[config.mk]
export PLATFORM = sky130hd
export DESIGN_NAME = pbd_page_branch_decoder
export DESIGN_NICKNAME = d
export VERILOG_FILES = /design/src/hw/pbd_pkg.sv /design/src/hw/pbd_pc_step.sv /design/src/hw/pbd_page_branch_decoder.sv
export SDC_FILE = /design/constraint.sdc
export NUM_CORES = 1
export LEC_CHECK = 0
export ABC_CLOCK_PERIOD_IN_PS = 2000
export BUFFER_PORTS_ARGS = -buffer_cell sky130_fd_sc_hd__buf_2
export CORE_MARGIN = 2
export CORE_UTILIZATION = 45
export CTS_CLUSTER_DIAMETER = 60
export DETAILED_ROUTE_END_ITERATION = 7
export PLACE_DENSITY = 0.72
export SLEW_MARGIN = 20
export SYNTH_ARGS = -nofsm -noshare
export SYNTH_HDL_FRONTEND = slang
export SYNTH_SLANG_ARGS = --single-unit
[constraint.sdc]
create_clock -name clock -period 2 [get_ports clock]
set_clock_uncertainty 0.15 [all_clocks]
set_input_delay 0.1 -clock clock [delete_from_list [all_inputs] [get_ports clock]]
set_output_delay 0.1 -clock clock [all_outputs]
set_load 0.02 [all_outputs]
[src/hw/pbd_pkg.sv]
/*
 * Package for the page branch decoder: opcode fields, page numbers,
 * program counter widths and reset values.
 * Assumes 10-bit instruction words and a 4-bit core.
 */
package pbd_pkg;

    // Instruction and program counter widths
    localparam int WORD_W = 10;
    localparam int PAGE_W = 6;
    localparam int OFFS_W = 7;
    localparam int STK_W = PAGE_W + OFFS_W;

    // Fixed-address long branch, first word
    localparam logic [4:0] LONG_FIXED_OP = 5'h07;
    localparam int OP_HI = 9;
    localparam int OP_LO = 5;
    // Indexed long branch, first word
    localparam logic [9:0] LONG_INDEXED_OP = 10'h010;
    // Short page-two call: top three bits 011 carry an offset
    localparam logic [2:0] SHORT_CALL_OP = 3'h3;
    localparam int SHORT_OP_LO = 7;
    localparam logic [PAGE_W-1:0] CALL_PAGE = 6'h02;
    // Second word marker 10 in bits 9..8
    localparam logic [1:0] SECOND_MARK = 2'h2;

    // Reset values
    localparam logic [PAGE_W-1:0] PAGE_RST = 6'h00;
    localparam logic [OFFS_W-1:0] OFFS_RST = 7'h00;

    // Decoder states
    typedef enum logic [1:0] {
        PBD_FETCH,
        PBD_FIXED2,
        PBD_INDEXED2
    } pbd_state_e;

endpackage : pbd_pkg

[src/hw/pbd_pc_step.sv]
/*
 * Sequential program counter step: offset wraps within its page.
 * Assumes the offset width of the package.
 */
module pbd_pc_step
    import pbd_pkg::*;
(
    // Current offset
    input wire logic [pbd_pkg::OFFS_W-1:0] offsIn,
    // Next offset
    output logic [pbd_pkg::OFFS_W-1:0] offsOut
);

    // Increment within the page
    assign offsOut = offsIn + 7'h01;

endmodule : pbd_pc_step

[src/hw/pbd_page_branch_decoder.sv]
/*
 * Page branch decoder: executes the two long branches and the short
 * page-two call, updating the page and offset parts of the program
 * counter; other words just advance the counter.
 * A malformed second word still branches and pulses badSecond, so the
 * core may trap it later without stalling the fetch. A short call
 * offers a return address and a push strobe; the stack lives outside.
 * Assumes program memory presents one instruction word each cycle,
 * addressed by the counter outputs, and that the core supplies the
 * index and accumulator registers, settled in the second-word cycle.
 * The page range is not limited here: every page number is taken as
 * it stands, whatever the size of the program memory behind it.
 */

module pbd_page_branch_decoder
    import pbd_pkg::*;
(
    // Clock and reset
    input wire logic clock,
    input wire logic srst,
    // Instruction word from program memory
    input wire logic [pbd_pkg::WORD_W-1:0] instrWord,
    // Core registers used by the indexed branch
    input wire logic [3:0] accumulator,
    input wire logic [2:0] indexReg,
    // Program counter
    output logic [pbd_pkg::PAGE_W-1:0] pcPagePart,
    output logic [pbd_pkg::OFFS_W-1:0] pcOffsetPart,
    // Return address for the stack on a call
    output logic [pbd_pkg::STK_W-1:0] returnAddr,
    output logic pushReturn,
    // High during the second word of a long branch
    output logic secondWord,
    // Second word lacked the 10 marker, or indexed second word had filler bits set
    output logic badSecond
);

    ////////////////////////////////////////////////////////////////////
    // All decoder state, registered as one word
    typedef struct packed {
        pbd_state_e state; // Fetch or which second word
        logic second; // Registered copy of state != fetch
        logic [PAGE_W-1:0] page;
        logic [OFFS_W-1:0] offs;
        logic [4:0] pageLow; // p4..p0 kept from the first word
        logic [STK_W-1:0] retAddr;
        logic push;
        logic bad;
    } pbd_regs_s;

    pbd_regs_s cur_r;
    pbd_regs_s cur_nxt;

    // Offset of the next word in sequence
    logic [OFFS_W-1:0] offsInc;

    // First-word decodes of the current word
    logic fixedFirst;
    logic indexedFirst;
    logic shortCall;

    ////////////////////////////////////////////////////////////////////
    // Opcode and operand decodes

    // First word of the fixed-address long branch
    function automatic logic isFixedFirst(
        input logic [WORD_W-1:0] word
    );
        return word[OP_HI:OP_LO] == LONG_FIXED_OP;
    endfunction : isFixedFirst

    // First word of the indexed long branch
    function automatic logic isIndexedFirst(
        input logic [WORD_W-1:0] word
    );
        return word == LONG_INDEXED_OP;
    endfunction : isIndexedFirst

    // One-word call into page two
    function automatic logic isShortCall(
        input logic [WORD_W-1:0] word
    );
        return word[WORD_W-1:SHORT_OP_LO] == SHORT_CALL_OP;
    endfunction : isShortCall

    // Second word without the 10 marker
    function automatic logic markMissing(
        input logic [WORD_W-1:0] word
    );
        return word[9:8] != SECOND_MARK;
    endfunction : markMissing

    // Indexed second word with nonzero filler bits
    function automatic logic fillerSet(
        input logic [WORD_W-1:0] word
    );
        return word[5:4] != 2'h0;
    endfunction : fillerSet

    // Page of the fixed branch: p5 joins the kept p4..p0
    function automatic logic [PAGE_W-1:0] fixedPage(
        input logic [WORD_W-1:0] word,
        input logic [4:0] lowBits
    );
        return {word[7], lowBits};
    endfunction : fixedPage

    // Page of the indexed branch: p5 p4 above p3..p0
    function automatic logic [PAGE_W-1:0] indexedPage(
        input logic [WORD_W-1:0] word
    );
        return {word[7:6], word[3:0]};
    endfunction : indexedPage

    // Offset of the indexed branch: index above accumulator
    function automatic logic [OFFS_W-1:0] indexedOffset(
        input logic [2:0] idx,
        input logic [3:0] acc
    );
        return {idx, acc};
    endfunction : indexedOffset

    // Stack word from page and offset
    function automatic logic [STK_W-1:0] packAddr(
        input logic [PAGE_W-1:0] page,
        input logic [OFFS_W-1:0] offs
    );
        return {page, offs};
    endfunction : packAddr

    ////////////////////////////////////////////////////////////////////
    // First-word decodes, acted on only in the fetch state
    assign fixedFirst = isFixedFirst(instrWord);
    assign indexedFirst = isIndexedFirst(instrWord);
    assign shortCall = isShortCall(instrWord);

    ////////////////////////////////////////////////////////////////////
    // Sequential step of the offset
    pbd_pc_step u_step (
        .offsIn(cur_r.offs),
        .offsOut(offsInc)
    );

    ////////////////////////////////////////////////////////////////////
    // Decode and next state
    always_comb begin
        // Defaults: hold, pulses low, offset steps
        cur_nxt = cur_r;
        cur_nxt.push = 1'b0;
        cur_nxt.bad = 1'b0;
        cur_nxt.offs = offsInc;
        unique case (cur_r.state)
            // Fetch: look for a first word
            PBD_FETCH: begin
                if (fixedFirst) begin
                    // Keep p4..p0 for the second word
                    cur_nxt.pageLow = instrWord[4:0];
                    cur_nxt.state = PBD_FIXED2;
                end else if (indexedFirst) begin
                    cur_nxt.state = PBD_INDEXED2;
                end else if (shortCall) begin
                    // Return to the word after the call
                    cur_nxt.retAddr = packAddr(cur_r.page, offsInc);
                    cur_nxt.push = 1'b1;
                    cur_nxt.page = CALL_PAGE;
                    cur_nxt.offs = instrWord[OFFS_W-1:0];
                end
            end
            // Second word of the fixed branch
            PBD_FIXED2: begin
                cur_nxt.state = PBD_FETCH;
                cur_nxt.bad = markMissing(instrWord);
                // Page p5..p0, offset a6..a0
                cur_nxt.page = fixedPage(instrWord, cur_r.pageLow);
                cur_nxt.offs = instrWord[OFFS_W-1:0];
            end
            // Second word of the indexed branch
            PBD_INDEXED2: begin
                cur_nxt.state = PBD_FETCH;
                cur_nxt.bad = markMissing(instrWord) ||
                              fillerSet(instrWord);
                // Page from p5 p4 and p3..p0
                cur_nxt.page = indexedPage(instrWord);
                // Offset from index above accumulator
                cur_nxt.offs = indexedOffset(indexReg, accumulator);
            end
            // Unused state code falls back to fetch
            default: begin
                cur_nxt.state = PBD_FETCH;
            end
        endcase
        // Registered copy for the secondWord port
        cur_nxt.second = (cur_nxt.state != PBD_FETCH);
    end

    ////////////////////////////////////////////////////////////////////
    // State register
    always_ff @(posedge clock) begin
        if (srst) begin
            cur_r.state <= PBD_FETCH;
            cur_r.second <= 1'b0;
            cur_r.page <= PAGE_RST;
            cur_r.offs <= OFFS_RST;
            cur_r.pageLow <= PAGE_RST[4:0];
            cur_r.retAddr <= {PAGE_RST, OFFS_RST};
            cur_r.push <= 1'b0;
            cur_r.bad <= 1'b0;
        end else begin
            cur_r <= cur_nxt;
        end
    end

    ////////////////////////////////////////////////////////////////////
    // Outputs straight from flip-flops
    assign pcPagePart = cur_r.page;
    assign pcOffsetPart = cur_r.offs;
    assign returnAddr = cur_r.retAddr;
    assign pushReturn = cur_r.push;
    assign secondWord = cur_r.second;
    assign badSecond = cur_r.bad;

endmodule : pbd_page_branch_decoder

== After elaboration in Yosys (flattened, before gate mapping) ==
Cells that the tools add are included.
Operators by class
  $add $sub $neg: 1
  bitwise gates (word level): 3
  muxes and demuxes: 9
  eq/ne operators: 9
  reduce and logical (&&, ||, !) cells: 9
Operator list (count)
  $mux 13: 3
  $pmux 13 s3: 1
  $eq 10x5->1 const B: 1
  $ne 2x2->1 const B: 4
  $reduce_and 4->1: 2
  $add 7x1->7 const B: 1
  $mux 2: 3
  $eq 5x3->1 const B: 1
  $reduce_bool 2->1: 2
  $reduce_or 4->1: 1
  $eq 3x2->1 const B: 1
  $not 1->1: 3
  $reduce_bool 3->1: 1
  $eq 2x1->1 const B: 1
  $eq 2x2->1 const B: 1
  $logic_not 2->1: 1
  $pmux 1 s2: 1
  $reduce_and 2->1: 1
  $logic_or 1x1->1: 1
  $mux 1: 1
Storage, ports and cells
  word-level logic and storage cells: 39
  output and inout bits: 29
  bits of input ports: 19
  flip-flop bits (word level): 36

== Depth between registers and ports, before layout ==
Gate-level depths: netlist (run 1).
  word-level depth: 5
  mapped depth: 8

== Hierarchy ==
From an unflattened synthesis (run 1), not the netlist that was laid out.
Second synthesis, totals
  cells, all modules: 237
  area total of the unflattened synthesis: 1989.4 µm²
Modules (own cells, without submodules)
  pbd_page_branch_decoder: cells each 225, times used 1, area an instance 1891.8 µm²
  pbd_pc_step: cells each 12, times used 1, area an instance 97.6 µm²

== Least setup slack after synthesis (run 1) ==
Ideal clock, no wire load.
  kind: register to register
  from: register cur_r[34] in the netlist's numbering
  to: register cur_r, in the netlist returnAddr[4]
  setup time: 0.086 ns
  clock period less this slack: 1.638 ns
  path slack: 0.362 ns
  buffers on the path: 3
  arrival time: 1.402 ns
  cell stages (with the launch flop): 8
  data required time: 1.764 ns
  cell sequence: dfxtp_1 > inv_1 > ha_1 > buf_6 > and4b_1 > buf_6 > buf_12 > a211oi_1
Between the ends
  cells in the longest elaborated chain, start to end: 2
RTL lines
  start, declared: line pbd_page_branch_decoder.sv:51  | pbd_regs_s cur_r;
  start signal, assigned: line pbd_page_branch_decoder.sv:209  | cur_r <= cur_nxt;
  $logic_not 2->1: line pbd_page_branch_decoder.sv:152  | unique case (cur_r.state)
  $reduce_and 4->1 (no source line)
No other way between the ends.
A chain may end at the register's enable or synchronous reset.

== Final worst setup path (run 1) ==
  from: register cur_r[34] in the netlist's numbering
  to: register cur_r, in the netlist returnAddr[5]
Same word-level chain as after synthesis.

==> results of run 1 <==
routing by layer:
layer,GRT usage,vias up,share of wire
met3,0.0536,6,0.040
met4,0.0675,0,0.017
met5,0,-,0
li1,-,763,-
met2,0.304,32,0.50
met1,0.226,683,0.44
where the power goes:
part           internal [mW]  switching [mW]
Sequential             0.738          0.0171
Clock                  0.370           0.251
Combinational         0.0775           0.113
Total                   1.19           0.381
sequential cells by signal, indices dropped and copies added, names as in the netlist:
register / cells
cur_r: 7
returnAddr: 13
secondWord: 1
pcOffsetPart: 7
badSecond: 1
pcPagePart: 6
pushReturn: 1
synth_stat cells (3+ instances only):
cell,count,area [µm²]
a211oi_1,4,30.0
a21oi_1,17,85.1
a22oi_1,10,75.1
buf_4,26,195
clkbuf_1,3,11.3
dfxtp_1,36,721
ha_1,5,62.6
inv_1,4,15.0
mux2i_1,6,60.1
nand2_1,22,82.6
nand3_1,5,25.0
nor2_1,22,82.6
o21ai_0,6,30.0
o22ai_1,5,31.3
xor2_1,4,35.0
final timing paths:
path	start	to	slack (ns)	cells after the start
worst min register to register	returnAddr[12]	returnAddr[12]	0.30	2
worst max-delay path	cur_r[34]	returnAddr[5]	0.11	6
worst min-delay path	indexReg[2]	pcOffsetPart[6]	0.01	3
worst max register to register	cur_r[34]	returnAddr[5]	0.11	6
worst max-delay path: cells and delay by family (launching register included):
family	cells	cell delay [ns]
AOI/OAI and AO/OA	1	0.23
adders and majority gates	1	0.39
buffers and inverters	2	0.35
DFF	1	0.35
and+or+nand+nor	2	0.33
metrics by stage:
| step | setup WS, ns | instance area, µm² |
|---|---|---|
| 2_1_floorplan | 0.362 | 1870 |
| 3_3_place_gp | 0.239 | 1910 |
| 3_5_place_dp | 0.127 | 1910 |
| 4_1_cts | 0.0942 | 2100 |
| 5_1_grt | 0.000324 | 2100 |
| 6_report | 0.115 | 2100 |
layout make-up:
cell class / instances / area [µm²]
Fill cell: 385 / 1900
Multi-Input combinational cell: 133 / 857
Sequential cell: 36 / 721
Timing Repair Buffer: 58 / 340
Clock buffer: 6 / 72.6
Tap cell: 50 / 62.6
Clock inverter: 2 / 35.0
Inverter: 4 / 15.0
cells by family after synthesis:
group / synth area share
AOI/OAI and AO/OA: 0.190
xor gates and xnor gates: 0.0234
adders and majority gates: 0.0334
buffers and inverters: 0.158
DFF: 0.385
muxes: 0.0320
and+or+nand+nor: 0.178
==> results.ini, run 1 <==
[grt]
grt_overflow = 0
grt_max_degree = 32
track_usage = 0.184
grt_pass1_vias = 1356
antenna_found_initial = 0
grt_pass1_wl_um = 6330

[sta]
slew_headroom = 0.607
whs_ns = 0.0125
setup_viol = 0
fin_crit_ns = 1.89
worst_pin_slew_ns = 0.589
rsz0062_at_grt = false
setup_tns_ns = 0
hold_violations = 0
drv_slew = 0
period_share = 0.943
clock.fmax_mhz = 530

[die]
die_w_um = 68.5
start_util = 0.469
die_area_mm2 = 0.00470
num_io_pins = 48
fp-row-count = 23
die_h_um = 68.5
core_mm2 = 0.00400

[clock_tree]
post-cts-setup-buffers = 0
cts_num_sinks = 36
numCtsBuffers = 5
htree_levels = 2
cts_tree = built
clkTransAtPathRegs_ns = 0.07
cts_hold_buf = 9
cts-root-buf = clkbuf_8
cts_buffer_depth = 2
ctsResizeCount = 0
insertion_delay_ns = 0.29

[power]
vdd_drop_max_mv = 0.321
p_per_area_mw_per_mm2 = 744
p_leak_nw = 0.872
p_total_mw = 1.57

[drt]
drtPass1Iterations = 4
wirelength_um = 3950
wl_per_cell_um = 13.7
viasPerCell = 5.13
vias = 1484
drc = 0
antenna_left = 0
drtIter0Drc = 80

[synth]
avgSynthCellArea_um2 = 9.01
synth_flop_cell = dfxtp_1
syn-num-nets = 232
synth-seq-cells = 36
yosys_warnings = 0
netlist_area_mm2 = 0.00187
netlist-cell-type-count = 42
synth_seq_area_share = 0.385
synth_edf_count = 0
synthArstFlopShare = 0
synth_cells = 208

[status]
status = finished, final reports clean

[layout]
syn_to_final_growth_pct = 12.2
fin_cells = 289
final_cell_mix = 47 x buf_2, 36 x dfxtp_1, 22 x nor2_1, 22 x nand2_1, 17 x a21oi_1
final_common_cell = buf_2
drive_gt1_frac = 0.272
post-route-util = 0.526
nets = 262
antennaDiodeCount = 0

[setup_path]
crit_required_ns = 2.05
cpPeakStageDelay_ns = 0.39
crit_path_end_kind = flop
worstPathArrival_ns = 1.94
crit_fanout = 19
worst_setup_path_start_kind = flop
path_cells = inv_1, ha_1, and4b_1, buf_4, nor2_1, a211oi_1
cp_slowest_cell = ha_1
crit_type = flop to flop

[placed_design]
dp_cells = 272
gp_congestion = 0.806
io_buffers = 47
hpwl_um = 2870

[run]
drv_cap = 0

[hold_path]
hp-class = primary input to flop

No activity file was read; power rests on OpenSTA's default activity.
==> run 2, diff against run 1 <==
- ABC_AREA: unset -> 1
- PLACE_DENSITY: 0.72 -> 0.71
==> results.ini, run 2 <==
[status]
status = finished, final reports clean

[grt]
track_usage = 0.194
grt_max_degree = 24
grt_pass1_vias = 1662
grt_pass1_wl_um = 7660
antenna_found_initial = 0
grt_overflow = 0

[sta]
whs_ns = 0.0111
clock.fmax_mhz = 547
slew_headroom = 0.555
rsz0062_at_grt = false
worst_pin_slew_ns = 0.667
worst_slack_ns = 0.170
period_share = 0.915
hold_violations = 0
setup_viol = 0
setup_tns_ns = 0
drv_slew = 0
fin_crit_ns = 1.83

[placed_design]
io_buffers = 47
dp_cells = 345
pre_cts_ws_ns = 0.299
dpl_cell_area_mm2 = 0.00204
gp_congestion = 0.889
hpwl_um = 3380

[setup_path]
crit_path_end_kind = flop
crit_required_ns = 2.09
crit_fanout = 4
cpPeakStageDelay_ns = 0.55
crit_type = flop to flop
cp_slowest_cell = dlygate4sd3_1
worstPathArrival_ns = 1.92
path_cells = inv_1, ha_1, nand3_1, a31oi_1, dlygate4sd3_1
worst_setup_path_start_kind = flop

[synth]
synthArstFlopShare = 0
synth.most_common_cell = nand2_1
synth_area_leaders = dfxtp_1 36%, buf_4 10%, nand2_1 9.4%
synthTopCellsByCount = 50 x nand2_1, 36 x a21oi_1, 36 x dfxtp_1
synth_flop_cell = dfxtp_1
netlist_area_mm2 = 0.00199
synth_edf_count = 0
avgSynthCellArea_um2 = 7.09
yosys_warnings = 0
synth_cells = 281
yosysTopAreaCell = dfxtp_1
synth_seq_area_share = 0.362
synth_top_area_frac = 0.362
netlist-cell-type-count = 26
synth-seq-cells = 36
syn-num-nets = 305

[drt]
drtIter0Drc = 74
antenna_left = 0
drc = 0
wl_per_cell_um = 12.9
wirelength_um = 4670
drtPass1Iterations = 4
vias = 1845
viasPerCell = 5.08

[layout]
multiInputGateArea_um2 = 888
regArea_um2 = 722
fill_cells = 432
fin_area_mm2 = 0.00224
nets = 334
antennaDiodeCount = 0
post-route-util = 0.522
largest_reg_flops = 13
syn_to_final_growth_pct = 12.6
final_cell_mix = 50 x nand2_1, 47 x buf_2, 36 x a21oi_1, 35 x dfxtp_1, 30 x inv_1
drive_gt1_frac = 0.222
final_common_cell = nand2_1
fin_cells = 363

[run]
drv_cap = 0

[die]
start_util = 0.464
die_h_um = 70.5
die_area_mm2 = 0.00497
fp-row-count = 24
num_io_pins = 48
core_mm2 = 0.00429
die_w_um = 70.5

[clock_tree]
cts_buffer_depth = 2
post-cts-setup-buffers = 0
cts-root-buf = clkbuf_8
insertion_delay_ns = 0.29
cts_tree = built
htree_levels = 2
cts_num_sinks = 36
clkTransAtPathRegs_ns = 0.07
numCtsBuffers = 5

[power]
p_leak_nw = 1.04
vdd_drop_max_mv = 0.357
p_total_mw = 1.53
p_per_area_mw_per_mm2 = 683

[hold_path]
hp-class = primary input to flop

==> run 2: cell types whose count changed after synthesis, sizes merged, moves of 10 or more <==
cell | previous run | this run
a21oi | 17 | 36
a22oi | 10 | 0
inv | 4 | 35
nand2 | 22 | 53
nand3 | 5 | 16
o21ai | 7 | 29
==> run 2: where the power goes <==
group	total [mW]	internal [mW]	switching (mW)
clock network	0.536	0.280	0.256
registers	0.769	0.746	0.0229
logic	0.227	0.0851	0.142
total	1.53	1.11	0.421
==> run 2: kinds of logic (layout without fill, tap and decap cells) <==
logic type	count (synthesis)	after routing	synth area share
simple gates	91	91	0.193
compound gates	77	77	0.210
buf+inv	71	101	0.198
flops	36	36	0.362
fa+ha+maj	5	5	0.0314
xor+xnor	1	1	0.00440
==> run 2: routing by layer <==
metal,GRT usage,routed length (µm),vias to the layer above,share of wire
met3,0.0442,302,12,0.065
met4,0.0797,109,0,0.023
li1,-,-,944,-
met1,0.249,2140,821,0.46
met5,0,0,-,0
met2,0.316,2130,68,0.45
==> run 2: layout make-up <==
cell class,count,area share
inverter,35,0.0586
sequential,36,0.322
multi-input combinational,174,0.396
tap,52,0.0290
clock inverter,1,0.00335
clock buffer,7,0.0385
timing repair buffer,58,0.153
==> run 2: critical path, delay by kind of cell, from the launching register on <==
kind | cells | cell delay, ns
buffers and inverters | 2 | 0.65
DFF | 1 | 0.38
AOI/OAI and AO/OA | 1 | 0.16
adders and majority gates | 1 | 0.33
and+or+nand+nor | 1 | 0.10
==> run 2: path summary, 6_finish.rpt <==
check / from / endpoint / slack (ns) / cells past startpoint
worst max register to register: cur_r[34] / badSecond / 0.17 / 5
worst max-delay path: cur_r[34] / badSecond / 0.17 / 5
worst min-delay path: instrWord[4] / cur_r[19] / 0.01 / 3
worst min register to register: returnAddr[11] / returnAddr[11] / 0.31 / 2
==> run 2: repair_timing <==
item / in CTS / in global routing
gates resized for setup: 0 / 3
hold buffers: 10 / 0
setup endpoints to repair: 0 / 1
hold endpoints to repair: 12 / 0
